### src/core/io_line_pkg.sv
// Notes on behaviour
// a line selector picks the single output line that all settings target
// invert setting true flips the output line, false passes it unchanged
// source off keeps the output line disabled, no source driven
// exposure-window source drives a pulse as long as each exposure
// exposure-window signal rises at exposure start, falls at exposure end
// readout-window source drives a pulse covering each frame readout
// software-level source drives the line low or high from one bit
// timer-pulse source drives the line from the pulse timer output
// filter accepts a level only after it held the programmed time
// highs and lows shorter than the filter time leave the output alone
// an accepted input change shows one filter time after it arrived
// exactly one pulse timer, triggered only by the exposure window
// pulse length programmable from 0 to 60,000,000 us
// pulse delay programmable from 0 to 60,000,000 us after trigger
// restart command clears the timer state; it runs again only on the next trigger
// trigger origin off never triggers; exposure makes exposure the trigger
// edge condition triggers on the chosen rising or falling edge
// level condition output valid only while trigger holds chosen level
// level high: count delay, then output high while source stays high
// edge condition: after delay, output high for exactly the length
// inversion is applied after source selection
package io_line_pkg;

	//--------------------------------------------------------------
	// timing
	//--------------------------------------------------------------
	localparam int CLK_MHZ          = 250;
	localparam int US_W             = 26;
	localparam int FILTER_US_MAX    = 1000000;
	localparam int TIMER_US_MAX     = 60000000;
	// default filter time is 0.5 us, kept in ns
	localparam int FILTER_NS_DFLT   = 500;
	localparam int FILTER_CYC_DFLT  = (FILTER_NS_DFLT * CLK_MHZ) / 1000;

	//--------------------------------------------------------------
	// register map (word offsets on the plain port)
	//--------------------------------------------------------------
	localparam logic [3:0] OFS_LINE_CTRL   = 4'h0;
	localparam logic [3:0] OFS_FILTER_TIME = 4'h1;
	localparam logic [3:0] OFS_PULSE_LEN   = 4'h2;
	localparam logic [3:0] OFS_PULSE_DLY   = 4'h3;
	localparam logic [3:0] OFS_TIMER_CTRL  = 4'h4;
	localparam logic [3:0] OFS_STATUS      = 4'h5;

	// line control fields
	localparam int LC_SEL_LSB = 0;
	localparam int LC_INV_BIT = 4;
	localparam int LC_SW_BIT  = 5;
	localparam int LC_LINE_BIT = 8;
	// timer control fields
	localparam int TC_ORG_BIT  = 0;
	localparam int TC_COND_LSB = 4;
	localparam int TC_RST_BIT  = 8;

	typedef enum logic [2:0] {
		SRC_OFF      = 3'h0,
		SRC_EXPOSURE = 3'h1,
		SRC_READOUT  = 3'h2,
		SRC_SOFTWARE = 3'h3,
		SRC_TIMER    = 3'h4
	} line_src_t;

	typedef enum logic [1:0] {
		COND_FALL = 2'h0,
		COND_RISE = 2'h1,
		COND_LOW  = 2'h2,
		COND_HIGH = 2'h3
	} trig_cond_t;

	localparam line_src_t  SRC_RESET  = SRC_OFF;
	localparam trig_cond_t COND_RESET = COND_RISE;

endpackage : io_line_pkg

### src/core/pulse_cfg_if.sv
`timescale 1ns/1ps
interface pulse_cfg_if;
	import io_line_pkg::*;
	logic              enable;
	trig_cond_t        cond;
	logic [US_W-1:0]   delay_us;
	logic [US_W-1:0]   length_us;
	logic              restart;
	logic              us_tick;
	logic              pulse;
	logic              busy;
	modport ctrl (output enable, cond, delay_us, length_us, restart, us_tick,
		input pulse, busy);
	modport timer (input enable, cond, delay_us, length_us, restart, us_tick,
		output pulse, busy);
endinterface : pulse_cfg_if

### src/core/pulse_timer.sv
`timescale 1ns/1ps
module pulse_timer
	import io_line_pkg::*;
(
	// clock and reset
	input  wire logic  clk,
	input  wire logic  rst_b,
	// trigger signal, exposure window
	input  wire logic  trig_sig,
	// configuration and result
	pulse_cfg_if.timer cfg
);
	import io_line_pkg::*;

	typedef enum logic [1:0] {IDLE, WAIT_DLY, ACTIVE} tstate_t;

	tstate_t         state_reg;
	logic [US_W-1:0] cnt_reg;
	logic            trig_d_reg;
	logic            edge_hit;
	logic            level_ok;

	// level conditions treat the window level, edges one sample of change
	always_comb begin
		unique case (cfg.cond)
			COND_FALL: edge_hit = trig_d_reg & ~trig_sig;
			COND_RISE: edge_hit = ~trig_d_reg & trig_sig;
			COND_LOW:  edge_hit = trig_d_reg & ~trig_sig;
			COND_HIGH: edge_hit = ~trig_d_reg & trig_sig;
		endcase
		level_ok = (cfg.cond == COND_HIGH) ? trig_sig : ~trig_sig;
	end

	always_ff @(posedge clk or negedge rst_b) begin
		if (!rst_b)
			trig_d_reg <= 1'b0;
		else
			trig_d_reg <= trig_sig;
	end

	always_ff @(posedge clk or negedge rst_b) begin
		if (!rst_b) begin
			state_reg <= IDLE;
			cnt_reg   <= '0;
		end else if (cfg.restart) begin
			// clears state; timer then waits for the next trigger
			state_reg <= IDLE;
			cnt_reg   <= '0;
		end else begin
			unique case (state_reg)
				IDLE: begin
					if (cfg.enable && edge_hit) begin
						state_reg <= WAIT_DLY;
						cnt_reg   <= '0;
					end
				end
				WAIT_DLY: begin
					if (cnt_reg >= cfg.delay_us) begin
						state_reg <= ACTIVE;
						cnt_reg   <= '0;
					end else if (cfg.us_tick)
						cnt_reg <= cnt_reg + 1'b1;
				end
				ACTIVE: begin
					if (cfg.cond == COND_HIGH || cfg.cond == COND_LOW) begin
						if (!level_ok)
							state_reg <= IDLE;
					end else if (cnt_reg >= cfg.length_us)
						state_reg <= IDLE;
					else if (cfg.us_tick)
						cnt_reg <= cnt_reg + 1'b1;
				end
				default: state_reg <= IDLE;
			endcase
		end
	end

	assign cfg.busy = (state_reg != IDLE);
	// zero length in edge mode yields no pulse
	assign cfg.pulse = (state_reg == ACTIVE) &&
		(((cfg.cond == COND_HIGH) || (cfg.cond == COND_LOW)) ? level_ok
		: (cnt_reg < cfg.length_us));

endmodule : pulse_timer

### src/core/glitch_filter.sv
`timescale 1ns/1ps
module glitch_filter
	import io_line_pkg::*;
#(
	parameter int CW = 28
) (
	// clock and reset
	input  wire logic          clk,
	input  wire logic          rst_b,
	// settings
	input  wire logic [CW-1:0] hold_cyc,
	// data
	input  wire logic          din,
	output logic               dout
);
	logic [CW-1:0] cnt_reg;
	logic          out_reg;

	// any change back to the accepted level restarts the count
	always_ff @(posedge clk or negedge rst_b) begin
		if (!rst_b) begin
			cnt_reg <= '0;
			out_reg <= 1'b0;
		end else if (din == out_reg) begin
			cnt_reg <= '0;
		end else if (cnt_reg + 1'b1 >= hold_cyc) begin
			out_reg <= din;
			cnt_reg <= '0;
		end else
			cnt_reg <= cnt_reg + 1'b1;
	end

	assign dout = out_reg;

endmodule : glitch_filter

### src/core/io_line_ctrl.sv
// The register addresses and strobed register access were left to the implementer.
`timescale 1ns/1ps
module io_line_ctrl
	import io_line_pkg::*;
#(
	parameter int FCW = 28
) (
	// clock and reset
	input  wire logic        SYS_CLK,
	input  wire logic        RST_B,
	// register port
	input  wire logic [3:0]  ADDR,
	input  wire logic [31:0] WDATA,
	input  wire logic        WR,
	input  wire logic        RD,
	output logic      [31:0] RDATA,
	// camera internals
	input  wire logic        EXPOSURE_WINDOW,
	input  wire logic        READOUT_WINDOW,
	// pins
	input  wire logic        TRIG_IN,
	output logic             TRIG_FILTERED,
	output logic             LINE_OUT,
	output logic             LINE_OE_B
);
	import io_line_pkg::*;

	//--------------------------------------------------------------
	// registers
	//--------------------------------------------------------------
	line_src_t       src_reg;
	logic            inv_reg;
	logic            sw_reg;
	logic            line_sel_reg;
	logic [FCW-1:0]  filt_reg;
	logic [US_W-1:0] len_reg;
	logic [US_W-1:0] dly_reg;
	logic            org_reg;
	trig_cond_t      cond_reg;
	logic            restart_reg;
	logic            out_reg;
	logic            oe_b_reg;
	logic            filt_out_reg;
	logic [31:0]     rdata_reg;
	logic [7:0]      div_reg;
	logic            tick_reg;
	logic            pin_s1_reg;
	logic            pin_s2_reg;
	logic            sel_sig;
	logic            filt_dout;

	pulse_cfg_if pcfg ();

	//--------------------------------------------------------------
	// microsecond tick
	//--------------------------------------------------------------
	// phase restarts at each trigger, so delay and length are whole us
	always_ff @(posedge SYS_CLK or negedge RST_B) begin
		if (!RST_B) begin
			div_reg  <= '0;
			tick_reg <= 1'b0;
		end else if (!pcfg.busy) begin
			div_reg  <= '0;
			tick_reg <= 1'b0;
		end else if (div_reg == 8'(CLK_MHZ - 1)) begin
			div_reg  <= '0;
			tick_reg <= 1'b1;
		end else begin
			div_reg  <= div_reg + 1'b1;
			tick_reg <= 1'b0;
		end
	end

	//--------------------------------------------------------------
	// register writes
	//--------------------------------------------------------------
	always_ff @(posedge SYS_CLK or negedge RST_B) begin
		if (!RST_B) begin
			src_reg      <= SRC_RESET;
			inv_reg      <= 1'b0;
			sw_reg       <= 1'b0;
			line_sel_reg <= 1'b0;
			filt_reg     <= FCW'(FILTER_CYC_DFLT);
			len_reg      <= '0;
			dly_reg      <= '0;
			org_reg      <= 1'b0;
			cond_reg     <= COND_RESET;
		end else if (WR) begin
			unique case (ADDR)
				OFS_LINE_CTRL: begin
					src_reg      <= line_src_t'(WDATA[LC_SEL_LSB +: 3]);
					inv_reg      <= WDATA[LC_INV_BIT];
					sw_reg       <= WDATA[LC_SW_BIT];
					line_sel_reg <= WDATA[LC_LINE_BIT];
				end
				OFS_FILTER_TIME: filt_reg <= WDATA[FCW-1:0];
				OFS_PULSE_LEN:   len_reg  <= WDATA[US_W-1:0];
				OFS_PULSE_DLY:   dly_reg  <= WDATA[US_W-1:0];
				OFS_TIMER_CTRL: begin
					org_reg  <= WDATA[TC_ORG_BIT];
					cond_reg <= trig_cond_t'(WDATA[TC_COND_LSB +: 2]);
				end
				default: ;
			endcase
		end
	end

	// restart is a self-clearing command bit
	always_ff @(posedge SYS_CLK or negedge RST_B) begin
		if (!RST_B)
			restart_reg <= 1'b0;
		else
			restart_reg <= WR && (ADDR == OFS_TIMER_CTRL) &&
				WDATA[TC_RST_BIT];
	end

	//--------------------------------------------------------------
	// register reads, one cycle later; unmapped reads zero
	//--------------------------------------------------------------
	always_ff @(posedge SYS_CLK or negedge RST_B) begin
		if (!RST_B)
			rdata_reg <= '0;
		else if (RD) begin
			unique case (ADDR)
				OFS_LINE_CTRL: rdata_reg <= 32'({line_sel_reg, 2'h0, sw_reg,
					inv_reg, 1'b0, src_reg});
				OFS_FILTER_TIME: rdata_reg <= 32'(filt_reg);
				OFS_PULSE_LEN:   rdata_reg <= 32'(len_reg);
				OFS_PULSE_DLY:   rdata_reg <= 32'(dly_reg);
				OFS_TIMER_CTRL:  rdata_reg <= 32'({cond_reg, 3'h0, org_reg});
				OFS_STATUS:      rdata_reg <= 32'({pcfg.busy, pcfg.pulse,
					filt_out_reg, out_reg});
				default:         rdata_reg <= '0;
			endcase
		end else
			rdata_reg <= '0;
	end

	//--------------------------------------------------------------
	// input pin: sync then filter
	//--------------------------------------------------------------
	always_ff @(posedge SYS_CLK or negedge RST_B) begin
		if (!RST_B) begin
			pin_s1_reg <= 1'b0;
			pin_s2_reg <= 1'b0;
		end else begin
			pin_s1_reg <= TRIG_IN;
			pin_s2_reg <= pin_s1_reg;
		end
	end

	glitch_filter #(.CW(FCW)) u_filter (
		.clk      (SYS_CLK),
		.rst_b    (RST_B),
		.hold_cyc (filt_reg),
		.din      (pin_s2_reg),
		.dout     (filt_dout)
	);

	always_ff @(posedge SYS_CLK or negedge RST_B) begin
		if (!RST_B)
			filt_out_reg <= 1'b0;
		else
			filt_out_reg <= filt_dout;
	end

	//--------------------------------------------------------------
	// pulse timer
	//--------------------------------------------------------------
	assign pcfg.enable    = org_reg;
	assign pcfg.cond      = cond_reg;
	assign pcfg.delay_us  = dly_reg;
	assign pcfg.length_us = len_reg;
	assign pcfg.restart   = restart_reg;
	assign pcfg.us_tick   = tick_reg;

	// exposure window is the only trigger signal offered
	pulse_timer u_timer (
		.clk      (SYS_CLK),
		.rst_b    (RST_B),
		.trig_sig (EXPOSURE_WINDOW),
		.cfg      (pcfg)
	);

	//--------------------------------------------------------------
	// output line
	//--------------------------------------------------------------
	always_comb begin
		unique case (src_reg)
			SRC_EXPOSURE: sel_sig = EXPOSURE_WINDOW;
			SRC_READOUT:  sel_sig = READOUT_WINDOW;
			SRC_SOFTWARE: sel_sig = sw_reg;
			SRC_TIMER:    sel_sig = pcfg.pulse;
			default:      sel_sig = 1'b0;
		endcase
	end

	// only line 0 exists; selecting another leaves the pin undriven
	always_ff @(posedge SYS_CLK or negedge RST_B) begin
		if (!RST_B) begin
			out_reg  <= 1'b0;
			oe_b_reg <= 1'b1;
		end else begin
			out_reg  <= sel_sig ^ inv_reg;
			oe_b_reg <= (src_reg == SRC_OFF) || line_sel_reg;
		end
	end

	assign RDATA         = rdata_reg;
	assign LINE_OUT      = out_reg;
	assign LINE_OE_B     = oe_b_reg;
	assign TRIG_FILTERED = filt_out_reg;

endmodule : io_line_ctrl

### config.mk
export PLATFORM = sky130hd
export DESIGN_NAME = io_line_ctrl
export DESIGN_NICKNAME = d
export VERILOG_FILES = /design/src/core/io_line_pkg.sv /design/src/core/pulse_cfg_if.sv /design/src/core/pulse_timer.sv /design/src/core/glitch_filter.sv /design/src/core/io_line_ctrl.sv
export SDC_FILE = /design/constraint.sdc
export NUM_CORES = 1
export LEC_CHECK = 0
export BUFFER_PORTS_ARGS = -buffer_cell sky130_fd_sc_hd__buf_4
export CAP_MARGIN = 15
export CORE_UTILIZATION = 35
export DETAILED_ROUTE_END_ITERATION = 10
export GPL_ROUTABILITY_DRIVEN = 0
export GPL_TIMING_DRIVEN = 0
export PLACE_DENSITY = 0.51
export SETUP_SLACK_MARGIN = 0.4
export SLEW_MARGIN = 20
export SYNTH_ARGS = -nofsm -noshare
export SYNTH_HDL_FRONTEND = slang
export SYNTH_SLANG_ARGS = --single-unit
export TNS_END_PERCENT = 5
### constraint.sdc
create_clock -name SYS_CLK -period 4.28 [get_ports SYS_CLK]
set_input_delay 0.856 -clock SYS_CLK [delete_from_list [all_inputs] [get_ports SYS_CLK]]
set_output_delay 0.856 -clock SYS_CLK [all_outputs]
set_load 0.05 [all_outputs]
==> metrics.md, run 1 <==
| Metric | Value |
|---|---|
| Aggregate routed wire length | around 27 mm |
| CTS Sinks | 190 |
| Hold WS | around 0.23 ns |
| Total track usage | 0.182 |
| Initial Util | 0.359 |
| Slowest CP cell | or4_4 |
| Fmax | approximately 0.26 GHz |
| FP Rows | just over 60 |
| Synth warn | 0 |
| Final nets | about 1,200 |
| Slew margin rel. | 0.252 |
| Slew Viols, Final | 0 |
| Vias in the first global route | 7,497 |
| Synthesized area | roughly 10,000 sq um |
| Ys async rst share | 1.00 |
| DRC viols | 0 |
| Setup crit end kind | register |
| RSZ-0062 raised after global routing | yes |
| DIE AREA | ~30,000 sq um |
| Setup crit start kind | register |
| Clk buf depth | 2 |
| Number of fill cells | ~2,800 |
| Avg Inst Size Synth | ~11 sq um |
| Clock root buffer | clkbuf_16 |
| Reg2Reg Setup Slack | about 0.47 ns |
| DIE HEIGHT | approximately 170 um |
| Grt ovf | 0 |
| Max FO, Critical Path | 4 |
| Pre-CTS WS | -0.449 ns |
| CTS tree | done |
| Routed vias/inst | approximately 5.1 |
| Library cells used by synthesis | 65 |
| Core ar. | around 29,000 sq um |
| IO Count | 78 |
| Primary FF master, synth | dfrtp_1 |
| WL per Instance | ~18 um |
| Remaining antenna violation count | 0 |
| Die W | between 150 and 200 um |
| First-pass DRT Iterations | 6 |
| Max cap viols | 0 |
| Status | finished clean |
| Antenna cells | 0 |
| Crit Path Category | reg -> reg |
| Area after DPL | approximately 11,000 sq um |
| Power density cells | around 450 nW/um^2 |
| Setup violators final | 0 |
| WP buf/inv | 0 |
| Layout cells sized above 1 | 0.243 |
| Worst slew pin tran | approximately 1.1 ns |
| Port Buffer Count | between 60 and 70 |
| Initial antenna violation count | 0 |
| Vias | roughly 7,600 |
| Largest net degree at the start of global routing | 98 |
| Synthesis-to-layout area growth | 18.9% |
| Max incr delay on CP | around 0.5 ns |
| Leak pwr | 5.86 nW |
| Number of synthesized flops with an enable pin | 0 |
| CP arrival | roughly 4.1 ns |
| Hold/Removal Path Class | in -> async |
| Max VDD drop | 0.301 mV |
| Setup_tns | 0 ns |
| Seq/Total Area, Yosys | 0.461 |
| Clk slew on worst S/H paths | ~0.070 ns |
| H-tree level count | 4 |
| CTS Hold Bufs | 0 |
| Detailed placement HPWL | between 20 and 25 mm |
| Cell area after layout | roughly 12,000 sq um |
| Final Hold Vio Count | 0 |
| DRT iter0 DRCs | 451 |
| Final worst slack | 0.467 ns |
| Final period util | 0.891 |
| Worst Path Required | between 4 and 5 ns |
| Critical path cell sequence | ha_2, nand3_2, or4_4, or2_4, nor2_4, and3_4, xor2_2, ha_1, nand4_1, nor3_2, o211ai_1, nor4_2, o41ai_2, nand2_1, mux2_4 |
| Worst skew pair latency | ~0.44 ns |
| Clock skew | between 0.01 and 0.015 ns |
| Post-synthesis cell count | a little under 1,000 |
| Largest delay contributor family on the critical path | simple AND/OR/NAND/NOR gates |
| Global-route wire length before repair | roughly 42 mm |
| Total CTS buffers | 17 |
| Post-route minimum period | 3.81 ns |
| Synthesized flop and latch total | 190 |
==> stage by stage <==
step / std cells / util / power [mW]
2_1_floorplan: 966 / - / 3.32
3_5_place_dp: 1420 / 0.396 / 3.86
4_1_cts: 1458 / 0.421 / 5.57
3_3_place_gp: 1418 / 0.393 / 3.83
5_1_grt: 1471 / 0.426 / 5.86
6_report: 1471 / 0.426 / 5.53
==> path summary, 6_finish.rpt <==
path / startpoint / to / cells past startpoint
worst max-delay path: u_filter.cnt_reg[0]$_DFF_PN0_ / u_filter.dout$_DFFE_PN0P_ / 15
worst min-delay path: RST_B / div_reg[3]$_DFF_PN0_ / 1
worst max register to register: u_filter.cnt_reg[0]$_DFF_PN0_ / u_filter.dout$_DFFE_PN0P_ / 15
worst min register to register: pin_s1_reg$_DFF_PN0_ / pin_s2_reg$_DFF_PN0_ / 0
max in group asynchronous: RST_B / filt_reg[20]$_DFFE_PN0P_ / 2
min in group SYS_CLK: pin_s1_reg$_DFF_PN0_ / pin_s2_reg$_DFF_PN0_ / 0
==> cell usage after synthesis (8+ instances only) <==
| cell | instances | area [sq um] |
|---|---|---|
| clkbuf_1 | 25 | 93.8 |
| a222oi_1 | 25 | 250 |
| mux2_2 | 92 | 1040 |
| nor2_1 | 56 | 210 |
| nor2b_1 | 29 | 181 |
| a21oi_1 | 29 | 145 |
| ha_1 | 88 | 1100 |
| nand2_1 | 64 | 240 |
| nand3_1 | 28 | 140 |
| o21ai_0 | 13 | 65.1 |
| xnor2_1 | 17 | 149 |
| nor3_1 | 9 | 45.0 |
| dfrtp_1 | 182 | 4550 |
| a22oi_1 | 18 | 135 |
| inv_1 | 95 | 357 |
| xor2_1 | 17 | 149 |
| a22o_1 | 8 | 70.1 |
| nand4_1 | 14 | 87.6 |
| and3_1 | 11 | 68.8 |
| a21o_1 | 20 | 150 |
| o31ai_1 | 9 | 67.6 |
| dfstp_2 | 8 | 210 |
==> final cells by class <==
class | count | area [sq um] | share of cell area
multi-input combinational | 651 | 5230 | 0.425
buffer | 30 | 160 | 0.0130
sequential | 190 | 4760 | 0.387
clock buffer | 19 | 443 | 0.0360
timing repair buffer | 89 | 716 | 0.0582
tap | 384 | 480 | 0.0391
clock inverter | 13 | 154 | 0.0125
inverter | 95 | 357 | 0.0290
==> layer usage <==
layer,global-route usage,vias to the layer above,routed length (um)
li1,-,3668,-
met1,0.251,3757,12800
met5,0,-,0
met2,0.296,103,12700
met3,0.0262,22,685
met4,0.0523,0,435
==> timing repair <==
item,CTS,global route
setup endpoints to repair,29,55
setup buffers,6,13
pin swaps,5,17
gates resized for setup,19,14
==> report_power, final <==
part           internal, mW  switching, mW  leakage [nW]  total [mW]
clock network         0.892          0.741         0.291        1.63
registers              2.07          0.265          2.47        2.34
logic                 0.644          0.912          3.10        1.56
==> placed cells by master (no fill, tap or decap), drive strengths merged, types with 43 or more instances in the layout <==
cell type,instances
mux2,92
buf,95
dfrtp,182
clkbuf,43
inv,100
nand2,64
nor2,56
ha,88
==> kinds of logic (layout without fill, tap and decap cells) <==
family	count (synthesis)	in the layout	synth area share
buffers and inverters	125	246	0.0469
other	1	4	0.000362
DFF	190	190	0.461
muxes	92	92	0.100
xor gates and xnor gates	34	34	0.0288
and+or+nand+nor	265	265	0.134
adders and majority gates	88	88	0.106
AOI/OAI and AO/OA	168	168	0.123
(Power assumes the default switching activity.)
==> inputs of run 2 (changes only) <==
--- a/config.mk
+++ b/config.mk
@@ -11,7 +11,7 @@
 export DETAILED_ROUTE_END_ITERATION = 10
 export GPL_ROUTABILITY_DRIVEN = 0
 export GPL_TIMING_DRIVEN = 0
-export PLACE_DENSITY = 0.51
+export PLACE_DENSITY = 0.49
 export SETUP_SLACK_MARGIN = 0.4
 export SLEW_MARGIN = 20
 export SYNTH_ARGS = -nofsm -noshare
==> constraint.sdc (replaced) <==
create_clock -name SYS_CLK -period 3.75 [get_ports SYS_CLK]
set_input_delay 0.75 -clock SYS_CLK [delete_from_list [all_inputs] [get_ports SYS_CLK]]
set_output_delay 0.75 -clock SYS_CLK [all_outputs]
set_load 0.05 [all_outputs]
==> run 2 against run 1 <==
The run now ends with negative setup slack left. Hold slack got worse by 0.027 ns. Critical path depth unchanged. Register-to-register slack got worse by 0.48 ns. Sequential share of layout area decreased by 0.81 points. Total power increased by 23%. Sequential cell count unchanged. Utilization increased by 0.95 points. Critical endpoint unchanged. Largest cell class unchanged.
==> metrics.md, run 2 (synthesis results as in run 1) <==
| Metric | Value |
|---|---|
| Total CTS buffers | 17 |
| Remaining antenna violation count | 0 |
| Core ar. | 28,900 sq um |
| Clk slew on worst S/H paths | 0.07 ns |
| Worst skew pair latency | 0.44 ns |
| CP arrival | 4.08 ns |
| Max FO, Critical Path | 3 |
| Crit Path Category | reg -> reg |
| Largest delay contributor family on the critical path | simple AND/OR/NAND/NOR gates |
| Setup crit end kind | register |
| Leak pwr | a little under 6 nW |
| Synthesis-to-layout area growth | 21.6% |
| CTS Hold Bufs | 0 |
| Number of fill cells | around 2,800 |
| Global-route wire length before repair | ~43 mm |
| IO Count | 78 |
| First-pass DRT Iterations | 5 |
| Aggregate routed wire length | between 20 and 30 mm |
| FP Rows | 62 |
| Port Buffer Count | slightly below 70 |
| Post-route minimum period | roughly 3.8 ns |
| Detailed placement HPWL | ~20 mm |
| Antenna cells | 0 |
| Slew margin rel. | 0.254 |
| Commonest non-fill, non-tap cells in the layout | 178 x dfrtp_1, 95 x inv_1, 91 x mux2_2 |
| Hold/Removal Path Class | in -> async |
| Routed vias/inst | 5.09 |
| Register-to-Register Path Depth | 15 |
| Worst path depth | 15 |
| Max cap viols | 0 |
| Vias in the first global route | roughly 7,600 |
| Total track usage | 0.186 |
| DRT iter0 DRCs | around 420 |
| CTS Sinks | 190 |
| Setup_tns | -0.0157 ns |
| Largest net degree at the start of global routing | 90 |
| Slew Viols, Final | 0 |
| Vias | roughly 7,500 |
| Max VDD drop | slightly above 0.3 mV |
| Slowest CP cell | or3_4 |
| Final worst slack | -0.0157 ns |
| Setup violators final | 1 |
| Power density cells | about 540 nW/um^2 |
| Layout cells sized above 1 | 0.260 |
| Critical path cell sequence | nand2_1, or3_4, or3_4, buf_8, nor3b_4, and3_4, xor2_2, ha_1, nand4_1, nor3_2, o211ai_1, nor4_2, o41ai_2, nand2_1, mux2_4 |
| Status | complete, but fails checks |
| Pre-CTS WS | -0.243 ns |
| Clock root buffer | clkbuf_16 |
| Failing checks | negative setup slack |
| CTS tree | done |
| WL per Instance | about 19 um |
| Final Hold Vio Count | 0 |
| Clk buf depth | 2 |
| DIE HEIGHT | about 170 um |
| Final period util | 1.00 |
| Initial antenna violation count | 0 |
| H-tree level count | 4 |
| WP buf/inv | 1 |
| Die W | roughly 170 um |
| Grt ovf | 0 |
| Fmax | 0.266 GHz |
| Clock skew | 0.0114 ns |
| Worst slew pin tran | ~1.1 ns |
| DIE AREA | approximately 30,000 sq um |
| Initial Util | 0.359 |
| Max incr delay on CP | 0.40 ns |
| RSZ-0062 raised after global routing | yes |
| Final nets | roughly 1,200 |
| Commonest non-fill, non-tap cell in the layout | dfrtp_1 |
| DRC viols | 0 |
| Worst Path Required | 4.07 ns |
| Setup crit start kind | register |
==> run 2: power breakdown <==
| part | leakage [nW] | total (mW) | internal, mW | switching, mW |
|---|---|---|---|---|
| logic | 3.17 | 1.94 | 0.836 | 1.11 |
| clock network | 0.341 | 2.20 | 1.36 | 0.836 |
| registers | 2.46 | 2.66 | 2.37 | 0.298 |
| total | 5.97 | 6.81 | 4.56 | 2.24 |
==> run 2: cell type report <==
| type | count | area [sq um] | area share |
|---|---|---|---|
| clock buffers | 20 | 457 | 0.0363 |
| multi-input cells | 651 | 5340 | 0.424 |
| flip-flops and latches | 190 | 4770 | 0.379 |
| plain buffers | 30 | 175 | 0.0139 |
| clock inverters | 12 | 253 | 0.0201 |
| well taps | 384 | 480 | 0.0382 |
| inverters | 95 | 357 | 0.0283 |
| repair buffers | 90 | 752 | 0.0598 |
==> run 2: stage by stage <==
step	cell area (sq um)	util	cells	hold slack (ns)	power, mW
floorplan	10400	-	966	0.331	3.81
global route	12600	0.436	1472	0.228	7.19
finish	12600	0.436	1472	0.205	6.81
CTS	12400	0.429	1463	0.212	6.79
detailed placement	11500	0.399	1420	0.337	4.45
global placement	11400	0.396	1418	0.337	4.41
==> run 2: per-layer routing <==
metal,vias to the layer above,part of all wire,track usage
met5,-,0,0
met2,111,0.49,0.307
met1,3675,0.47,0.255
met3,18,0.028,0.0256
li1,3682,-,-
met4,0,0.012,0.0501
==> run 2: worst paths after layout <==
| path | from | end | slack, ns |
|---|---|---|---|
| min reg2reg | pin_s1_reg$_DFF_PN0_ | pin_s2_reg$_DFF_PN0_ | 0.36 |
| max reg2reg | u_filter.cnt_reg[2]$_DFF_PN0_ | u_filter.dout$_DFFE_PN0P_ | -0.02 |
| max in group asynchronous | RST_B | u_timer.cnt_reg[19]$_DFFE_PN0P_ | 2.43 |
| max | u_filter.cnt_reg[2]$_DFF_PN0_ | u_filter.dout$_DFFE_PN0P_ | -0.02 |
| min | RST_B | u_filter.cnt_reg[2]$_DFF_PN0_ | 0.21 |
| min in group SYS_CLK | pin_s1_reg$_DFF_PN0_ | pin_s2_reg$_DFF_PN0_ | 0.36 |
==> run 2: repair_timing <==
action                                  CTS  global route
setup buffers                            10             8
endpoints found under the setup margin   55            55
gates resized for setup                  23            22
pin swaps                                 6            10
cloned                                    1             1
